## config.mk

```make
export PLATFORM = sky130hd
export DESIGN_NAME = bdm_top
export DESIGN_NICKNAME = d
export VERILOG_FILES = /design/src/logic/bdm_pkg.sv /design/src/logic/bdm_dec_if.sv /design/src/logic/bdm_ram.sv /design/src/logic/bdm_top.sv
export SDC_FILE = /design/constraint.sdc
export NUM_CORES = 1
export LEC_CHECK = 0
export ABC_AREA = 1
export BUFFER_PORTS_ARGS = -buffer_cell sky130_fd_sc_hd__buf_2
export CAP_MARGIN = 40
export CELL_PAD_IN_SITES_DETAIL_PLACEMENT = 0
export CELL_PAD_IN_SITES_GLOBAL_PLACEMENT = 2
export CORE_MARGIN = 2
export CORE_UTILIZATION = 45
export DETAILED_ROUTE_END_ITERATION = 8
export PLACE_DENSITY = 0.87
export SETUP_SLACK_MARGIN = 0.02
export SKIP_CTS_REPAIR_TIMING = 1
export SYNTH_ARGS = -nofsm -noshare
export SYNTH_HDL_FRONTEND = slang
export SYNTH_HIERARCHICAL = 1
export SYNTH_SLANG_ARGS = --single-unit
```

## constraint.sdc

```tcl
create_clock -name clk -period 3.6 [get_ports clk]
set_input_delay 0 -clock clk [delete_from_list [all_inputs] [get_ports clk]]
set_output_delay 0 -clock clk [all_outputs]
set_load 0.05 [all_outputs]
```

## src/logic/bdm_pkg.sv

```systemverilog
// package: address map constants and types of the banked data memory
package bdm_pkg;
  localparam int          DATA_W       = 8;
  localparam int          INSTR_W      = 14;
  localparam int          DIR_W        = 7;
  localparam int          ADDR_W       = 8;
  localparam int          BANK_BIT_POS = 5;
  localparam int          SFR_COUNT    = 32;
  localparam logic [6:0]  SFR_LAST     = 7'h1f;
  localparam logic [6:0]  GPR0_FIRST   = 7'h20;
  localparam logic [6:0]  GPR0_LAST    = 7'h7f;
  localparam logic [7:0]  GPR1_FIRST   = 8'ha0;
  localparam logic [7:0]  GPR1_LAST    = 8'hbf;
  localparam logic [7:0]  SHARE_FIRST  = 8'hf0;
  localparam logic [7:0]  SHARE_LAST   = 8'hff;
  localparam logic [7:0]  SHARE_MIRROR = 8'h70;
  localparam int          RAM_WORDS    = 128;
  // bank 1 cells sit below the bank 0 cells so the two never alias
  localparam logic [6:0]  RAM_IDX_B1   = 7'h00;
  localparam logic [7:0]  RESET_DATA   = 8'h00;

  // variant of the part the decoder serves
  typedef enum logic [1:0] {
    BDM_RAM96,
    BDM_RAM128
  } bdm_variant_t;

  // where a full data address lands
  typedef enum logic [1:0] {
    BDM_HIT_SFR,
    BDM_HIT_RAM,
    BDM_HIT_NONE
  } bdm_hit_t;
endpackage : bdm_pkg

```

## src/logic/bdm_dec_if.sv

```systemverilog
// interface: decoded access between the top and the ram array
`timescale 1ns/100ps
interface bdm_dec_if;
  logic       we;
  logic [6:0] idx;
  logic [7:0] wdata;
  logic [7:0] rdata;
  modport dec (output we, output idx, output wdata, input rdata);
  modport ram (input we, input idx, input wdata, output rdata);
endinterface : bdm_dec_if

```

## src/logic/bdm_ram.sv

```systemverilog
// module: static ram array holding the general purpose registers
`timescale 1ns/100ps
module bdm_ram (
  input wire logic clk,
  input wire logic rst_b,
  bdm_dec_if.ram   port
);
  typedef struct packed {
    logic [7:0] rdata;
  } bdm_ram_st_t;

  // the array itself is kept out of the state struct; ram has no reset
  logic [7:0]  mem [0:bdm_pkg::RAM_WORDS-1];
  bdm_ram_st_t st_r;
  bdm_ram_st_t st_nxt;

  // read data registered so the data output comes from a flip-flop
  always_comb begin
    st_nxt       = st_r;
    st_nxt.rdata = mem[port.idx];
  end

  always_ff @(posedge clk) begin
    if (!rst_b) begin
      st_r <= '{rdata: bdm_pkg::RESET_DATA};
    end else begin
      st_r <= st_nxt;
    end
    if (port.we) begin
      mem[port.idx] <= port.wdata;
    end
  end

  assign port.rdata = st_r.rdata;
endmodule : bdm_ram

```

## src/logic/bdm_top.sv

```systemverilog
// module: bank decoder for the data memory of a small 8-bit controller
// What this block does
// - direct access: bank-select bit clear picks bank 0, set picks bank 1; indirect access takes the bank from pointer bit 7
// - lowest 32 locations of each bank go to special function registers
// - 96-byte variants: bank 0 20h-7Fh is general purpose static ram
// - 128-byte variant adds bank 1 A0h-BFh as general purpose ram
// - bank 1 F0h-FFh reach the same cells as bank 0 70h-7Fh
// - data locations are 8 bits, separate from 14-bit program words
// - ram reachable directly and through the indirect pointer register
`timescale 1ns/100ps
module bdm_top (
  input  wire logic                clk,
  input  wire logic                rst_b,
  input  wire bdm_pkg::bdm_variant_t variant,
  input  wire logic [7:0]          status_value,
  input  wire logic                use_indirect,
  input  wire logic [6:0]          direct_addr,
  input  wire logic [7:0]          indirect_pointer_register,
  input  wire logic                rd_en,
  input  wire logic                wr_en,
  input  wire logic [7:0]          wr_data,
  input  wire logic [7:0]          sfr_rdata,
  output logic                     sfr_rd,
  output logic                     sfr_wr,
  output logic [4:0]               sfr_addr,
  output logic                     sfr_bank,
  output logic [7:0]               sfr_wdata,
  output logic [7:0]               rd_data,
  output logic                     rd_valid,
  output logic [7:0]               full_addr
);
  typedef struct packed {
    logic                rd_valid;
    bdm_pkg::bdm_hit_t   hit;
    logic [7:0]          full_addr;
    logic                sfr_rd;
    logic                sfr_wr;
    logic [4:0]          sfr_addr;
    logic                sfr_bank;
    logic [7:0]          sfr_wdata;
  } bdm_st_t;

  bdm_st_t    st_r;
  bdm_st_t    st_nxt;
  bdm_dec_if  ram_if ();

  logic [7:0] addr;
  logic [6:0] ram_idx;
  bdm_pkg::bdm_hit_t hit;

  // classify a full address for the given variant
  function automatic bdm_pkg::bdm_hit_t classify(
    input logic [7:0]            a,
    input bdm_pkg::bdm_variant_t v
  );
    bdm_pkg::bdm_hit_t r;
    r = bdm_pkg::BDM_HIT_NONE;
    if (a[6:0] <= bdm_pkg::SFR_LAST) begin
      r = bdm_pkg::BDM_HIT_SFR;
    end else if (!a[7]) begin
      r = bdm_pkg::BDM_HIT_RAM;
    end else if (a >= bdm_pkg::SHARE_FIRST) begin
      r = bdm_pkg::BDM_HIT_RAM;
    end else if (v == bdm_pkg::BDM_RAM128 && a >= bdm_pkg::GPR1_FIRST
                 && a <= bdm_pkg::GPR1_LAST) begin
      r = bdm_pkg::BDM_HIT_RAM;
    end
    return r;
  endfunction : classify

  // map a ram address onto the physical cell index
  function automatic logic [6:0] ram_index(input logic [7:0] a);
    logic [6:0] r;
    r = a[6:0];
    if (a >= bdm_pkg::SHARE_FIRST) begin
      r = {3'h7, a[3:0]}; // shares 70h-7Fh cells
    end else if (a[7]) begin
      r = a[6:0] - bdm_pkg::GPR1_FIRST[6:0] + bdm_pkg::RAM_IDX_B1;
    end
    return r;
  endfunction : ram_index

  // address forming: the indirect path carries its own bank bit, direct
  // path takes the bank-select bit of the status value
  always_comb begin
    if (use_indirect) begin
      addr = indirect_pointer_register;
    end else begin
      addr = {status_value[bdm_pkg::BANK_BIT_POS], direct_addr};
    end
    hit     = classify(addr, variant);
    ram_idx = ram_index(addr);
  end

  // ram is written only on a ram hit; unmapped writes fall away
  assign ram_if.we    = wr_en && hit == bdm_pkg::BDM_HIT_RAM;
  assign ram_if.idx   = ram_idx;
  assign ram_if.wdata = wr_data;

  bdm_ram u_ram (
    .clk   (clk),
    .rst_b (rst_b),
    .port  (ram_if.ram)
  );

  // next state: register the access so every output except rd_data comes from flip-flops
  always_comb begin
    st_nxt           = st_r;
    st_nxt.rd_valid  = rd_en;
    st_nxt.hit       = hit;
    st_nxt.full_addr = addr;
    st_nxt.sfr_rd    = rd_en && hit == bdm_pkg::BDM_HIT_SFR;
    st_nxt.sfr_wr    = wr_en && hit == bdm_pkg::BDM_HIT_SFR;
    st_nxt.sfr_addr  = addr[4:0];
    st_nxt.sfr_bank  = addr[7];
    st_nxt.sfr_wdata = wr_data;
  end

  always_ff @(posedge clk) begin
    if (!rst_b) begin
      st_r <= '{rd_valid: 1'b0, hit: bdm_pkg::BDM_HIT_NONE,
                full_addr: 8'h00, sfr_rd: 1'b0, sfr_wr: 1'b0,
                sfr_addr: 5'h00, sfr_bank: 1'b0,
                sfr_wdata: bdm_pkg::RESET_DATA};
    end else begin
      st_r <= st_nxt;
    end
  end

  // read mux one cycle after the request; holes read zero
  always_comb begin
    rd_data = bdm_pkg::RESET_DATA;
    if (st_r.rd_valid && st_r.hit == bdm_pkg::BDM_HIT_RAM) begin
      rd_data = ram_if.rdata;
    end else if (st_r.rd_valid && st_r.hit == bdm_pkg::BDM_HIT_SFR) begin
      rd_data = sfr_rdata;
    end
  end

  assign rd_valid  = st_r.rd_valid;
  assign full_addr = st_r.full_addr;
  assign sfr_rd    = st_r.sfr_rd;
  assign sfr_wr    = st_r.sfr_wr;
  assign sfr_addr  = st_r.sfr_addr;
  assign sfr_bank  = st_r.sfr_bank;
  assign sfr_wdata = st_r.sfr_wdata;
endmodule : bdm_top

```

==> impl_metrics.json, run 1 <==
{
  "worst-setup-path-type": "input pin to register",
  "hold_viol": 1,
  "final_cells": 6132,
  "synth-main-ff-cell": "edfxtp_1",
  "synth_edf_count": 1024,
  "synth-seq-area-share_pct": 69.32,
  "skew_ns": 0.02310,
  "slew_violations": 0,
  "ant_nets": 0,
  "hold_depth": 8,
  "yosys.area.top_type": "edfxtp_1",
  "yosys_warnings": 6,
  "worstHoldPathType": "input pin to register",
  "area_growth_pct": 14.39,
  "num_vias": 30460,
  "initial_core_util_pct": 45.26,
  "synth-async-reset-ratio_pct": 0,
  "die_y_um": 320.9,
  "r2r_cells": 12,
  "cts_htree_levels": 3,
  "place_inst": 5893,
  "clock-root-buffer": "clkbuf_16",
  "grt_pass1_wl_um": 179000,
  "dp_slack_ns": 0.6504,
  "final_layout_size_suffix_gt1_share_pct": 9.930,
  "viasPerCell": 4.967,
  "cp.arrival_ns": 3.63,
  "violations": "hold timing",
  "synth_common_cells": "2796 x nand2_1, 1024 x edfxtp_1, 205 x nor2_1",
  "n_antenna_cell": 0,
  "setup_ws_ns": 0.3755,
  "synth_most_common_cell": "nand2_1",
  "finalSetupViolations": 0,
  "crit_path_start_kind": "input pin",
  "postLayoutCellArea_mm2": 0.05170,
  "ctsLongestPathBuffers": 3,
  "p_leak_nw": 21.92,
  "core-area_mm2": 0.09986,
  "ios": 79,
  "maxSlewHeadroom_pct": 45.66,
  "max_cap_viol_count": 0,
  "antenna_found_initial": 1,
  "clk_pin_slew_worst_paths_ns": 0.06,
  "rsz0062_at_grt": "no",
  "yosysUniqueCellTypes": 31,
  "place_congestion": 0.8369,
  "io_buffers": 71,
  "fmax_ghz": 0.3101,
  "clock_sinks": 1053,
  "tns_ns": 0,
  "postLayoutCoreUtil_pct": 51.77,
  "nets": 4790,
  "worst_slew_pin_slew_ns": 0.8151,
  "rows": 116,
  "hold_end": "st_r[24]",
  "synthDominantCellAreaShare_pct": 68.04,
  "syn_nets": 4595,
  "ir_worst_vdd_mv": 0.4020,
  "dpl.hpwl_um": 72020,
  "end_kind": "register",
  "hold_start": "status_value[5]",
  "syn_area_per_cell_um2": 9.938,
  "whs_ns": -0.02409,
  "grt.overflow.total": 0,
  "critPathMaxFanout": 9,
  "reg2reg_slack_ns": 1.63,
  "drcViolationCount": 0,
  "finalWirelength_um": 119600,
  "p_total_mw": 27.18,
  "finalCriticalPeriod_ns": 3.224,
  "die_area_mm2": 0.1030,
  "synth_area_mm2": 0.04520,
  "fin_crit_sh_pct": 89.57,
  "timing.rr.end": "u_ram/port.rdata[7]",
  "cts_tree": "built",
  "dieWidth_um": 320.9,
  "synth-seq-cells": 1053,
  "first_pass_iters": 5,
  "worstPathRequired_ns": 4.01,
  "dr.first_iter.drc_count": 2548,
  "r2r_start": "u_ram/mem[57][7]",
  "placed_cell_area_mm2": 0.04781,
  "insertion_delay_ns": 0.70,
  "status": "finished, violations left",
  "grt_start_max_net_pins": 121,
  "syn_inst": 4548,
  "post_drt_wl_per_cell_um": 19.51,
  "grt_util_all_layers_pct": 23.26,
  "cts_buffers": 111,
  "grt_pass1_vias": 28940,
  "ys_top_cells_by_area": "edfxtp_1 68%, nand2_1 23%, nor2_1 1.7%",
  "cellPowerDensity_mw_per_mm2": 525.7
}
## layer usage
metal  part of all wire, %  global-route usage [%]  vias up
met1                    45                   32.34    14590
li1                      -                       -    14990
met5                     0                       0        -
met3                   4.4                   2.789      180
met4                   2.5                   6.241        0
met2                    48                   38.85      688
## where the power goes
| group | leakage, nW | internal, mW | switching [mW] |
|---|---|---|---|
| combinational | 10.7 | 0.637 | 1.89 |
| sequential | 9.44 | 13.5 | 0.0198 |
| clock | 1.74 | 6.43 | 4.70 |
| total | 21.9 | 20.6 | 6.61 |
## worst max-delay path, stage by stage
cell	delay (ns)
dlygate4sd3_1	0.52
buf_2	0.10
inv_1	0.03
nand2_1	0.05
dlygate4sd3_1	0.57
nand2_2	0.09
inv_2	0.08
dlygate4sd3_1	0.56
nor2_2	0.05
nand3_2	0.07
nand3_1	0.11
nor2_1	0.11
buf_4	0.23
nand2_1	0.35
buf_4	0.30
nor2_1	0.18
buf_4	0.21
## logic make-up after synthesis
kind of cell	synth area share, %
compound gates	0.6450
fa+ha+maj	0.02768
buf+inv	4.136
flops	69.32
simple gates	25.87
## area by class of cell
cell class | instances | area, µm²
sequential | 1053 | 31330
multi-input combinational | 3134 | 12030
fill | 8974 | 48160
timing repair buffer | 324 | 2713
clock inverter | 58 | 534.3
tap | 1298 | 1624
inverter | 119 | 464.2
clock buffer | 146 | 3000
## placed cells by master, fill, tap and decap left out, types with 5 or more instances in the layout
| master | count |
|---|---|
| clkinv_1 | 15 |
| clkbuf_1 | 27 |
| buf_4 | 201 |
| a21oi_1 | 15 |
| clkinv_2 | 26 |
| nand2_1 | 2796 |
| buf_12 | 20 |
| o21ai_0 | 21 |
| bufinv_16 | 8 |
| nor2_1 | 203 |
| inv_2 | 6 |
| buf_2 | 63 |
| clkbuf_8 | 7 |
| o21ai_1 | 17 |
| dfxtp_1 | 29 |
| buf_16 | 5 |
| nand4_1 | 7 |
| inv_1 | 109 |
| nand3_1 | 46 |
| clkbuf_16 | 112 |
| edfxtp_1 | 1024 |
| nor2_2 | 6 |
| dlygate4sd3_1 | 35 |
## how the worst max path moves through the flow
| stage | startpoint | endpoint | slack [ns] | cells past startpoint |
|---|---|---|---|---|
| 3_3_place_gp | use_indirect | u_ram/mem[18][4] | 0.65 | 12 |
| 5_1_grt | indirect_pointer_register[5] | u_ram/mem[92][4] | 0.21 | 14 |
| 3_5_place_dp | use_indirect | u_ram/mem[68][4] | 0.65 | 12 |
| 2_1_floorplan | use_indirect | u_ram/mem[72][0] | 1.25 | 10 |
| 6_report | direct_addr[6] | u_ram/mem[61][1] | 0.38 | 17 |
| 4_1_cts | use_indirect | u_ram/mem[68][4] | 1.39 | 12 |
## flip-flops by register name, summed over array words and instances (netlist names)
signal            flops
u_ram/mem          1024
full_addr             8
sfr_wdata             8
u_ram/port.rdata      8
st_r                  2
rd_valid              1
sfr_rd                1
sfr_wr                1
(Power assumes the default switching activity.)
==> run 2, diff against run 1 <==
- BUFFER_PORTS_ARGS: -buffer_cell sky130_fd_sc_hd__buf_2 -> unset
- DONT_BUFFER_PORTS: unset -> 1
- PLACE_DENSITY: 0.87 -> 0.86
==> run 2 against run 1 <==
The flow now finishes without violations. Via count shrank 1.3%. Register-to-register slack gained 0.15 ns. Sequential cell count is the same. Critical path type unchanged. Critical endpoint is now u_ram/mem[31][2].
==> impl_metrics.json, run 2 (synthesis results as in run 1) <==
{
  "skew_ns": 0.01630,
  "cellPowerDensity_mw_per_mm2": 533.5,
  "n_antenna_cell": 0,
  "whs_ns": 0.04118,
  "nets": 4722,
  "worst_slew_pin_slew_ns": 0.8925,
  "mostFrequentLayoutCells": "2796 x nand2_1, 1024 x edfxtp_1, 203 x nor2_1",
  "ir_worst_vdd_mv": 0.4120,
  "rsz0062_at_grt": "no",
  "dpl.hpwl_um": 67360,
  "cts_tree": "built",
  "dieWidth_um": 320.9,
  "slew_violations": 0,
  "core-area_mm2": 0.09986,
  "p_seq_share_pct": 49.3,
  "place_congestion": 0.8405,
  "fmax_ghz": 0.2848,
  "io_buffers": 0,
  "n_fill_cell": 8997,
  "status": "finished clean",
  "clock-root-buffer": "clkbuf_16",
  "viasPerCell": 4.953,
  "worst-setup-path-type": "input pin to register",
  "largest-register": "u_ram/mem",
  "cts_buffers": 112,
  "worstPathRequired_ns": 3.93,
  "setup_ws_ns": 0.08921,
  "end_kind": "register",
  "first_pass_iters": 5,
  "rows": 116,
  "area_growth_pct": 14.10,
  "post_drt_wl_per_cell_um": 19.76,
  "insertion_delay_ns": 0.69,
  "critPathMaxFanout": 17,
  "final_layout_size_suffix_gt1_share_pct": 8.536,
  "grt.overflow.total": 0,
  "fin_crit_sh_pct": 97.52,
  "tns_ns": 0,
  "p_leak_nw": 21.69,
  "switching_share_pct": 23.94,
  "finalWirelength_um": 119900,
  "die_area_mm2": 0.1030,
  "ant_nets": 0,
  "grt_pass1_vias": 28270,
  "drcViolationCount": 0,
  "ios": 79,
  "intPower_mw": 20.93,
  "hold_viol": 0,
  "ctsLongestPathBuffers": 3,
  "dr.first_iter.drc_count": 2444,
  "clock_sinks": 1053,
  "worstHoldPathType": "input pin to register",
  "grt_util_all_layers_pct": 23.30,
  "maxSlewHeadroom_pct": 40.50,
  "antenna_found_initial": 3,
  "finalSetupViolations": 0,
  "crit_path_start_kind": "input pin",
  "final_common_cell": "nand2_1",
  "finalCriticalPeriod_ns": 3.511,
  "grt_start_max_net_pins": 147,
  "pwr-share-clk_pct": 41.8,
  "grt_pass1_wl_um": 179300,
  "max_cap_viol_count": 0,
  "cts_htree_levels": 3,
  "die_y_um": 320.9,
  "clk_pin_slew_worst_paths_ns": 0.06,
  "initial_core_util_pct": 45.26,
  "cp.arrival_ns": 3.84,
  "combPwrFrac_pct": 8.9,
  "largest_reg_flops": 1024,
  "dp_slack_ns": 0.6991,
  "num_vias": 30050,
  "switchingPower_mw": 6.586
}
-- run 2: worst paths after layout --
check	from	endpoint	slack (ns)	depth (start not counted)
setup / recovery	use_indirect	u_ram/mem[31][2]	0.09	13
hold / removal	rd_en	sfr_rd	0.04	3
setup reg to reg	u_ram/mem[74][6]	u_ram/port.rdata[6]	1.78	11
hold reg to reg	u_ram/mem[105][0]	u_ram/port.rdata[0]	1.02	12
-- run 2: worst max-delay path, cell delays in order --
cell,delay [ns]
dlygate4sd3_1,0.74
inv_2,0.14
nand2_1,0.13
nand2_4,0.21
dlygate4sd3_1,0.68
inv_2,0.07
nor2_1,0.05
nand3_2,0.08
nand3_1,0.09
nor2_1,0.10
buf_4,0.23
nand2_1,0.54
nor2_1,0.73
-- run 2: area by class of cell --
cell class                      count  area [µm²]  area share, %
Clock buffer                      135        2983          5.784
Clock inverter                     72       683.2          1.325
Inverter                          119       464.2         0.9001
Multi-Input combinational cell   3134       12030          23.33
Sequential cell                  1053       31330          60.75
Tap cell                         1298        1624          3.149
Timing Repair Buffer              255        2452          4.755
-- run 2: per-stage QoR --
| stage | cells | cell area (µm²) | total power [mW] | util [%] |
|---|---|---|---|---|
| after floorplan | 4548 | 45200 | 15.28 | - |
| after global placement | 5795 | 47140 | 15.98 | 47.20 |
| after global routing | 6066 | 51570 | 28.45 | 51.65 |
| final | 6066 | 51570 | 27.51 | 51.65 |
| after CTS | 6016 | 50930 | 27.45 | 51.00 |
| after detailed placement | 5809 | 47260 | 16.00 | 47.33 |
-- run 2: power by group through the flow --
stage	logic (mW)	registers (mW)	clock network (mW)
after floorplan	1.49	13.8	0
after global placement	2.14	13.8	0
after detailed placement	2.17	13.8	0
after CTS	2.18	13.6	11.7
after global routing	2.71	13.6	12.2
final	2.45	13.6	11.5
-- run 2: metal layers --
layer  share of wire, %  global-route usage, %  up-vias
met1                 45                  32.94    14340
met4                2.3                  5.794        6
li1                   -                      -    14860
met3                5.1                  3.136      158
met2                 47                  38.24      679
met5              0.028                      0        -
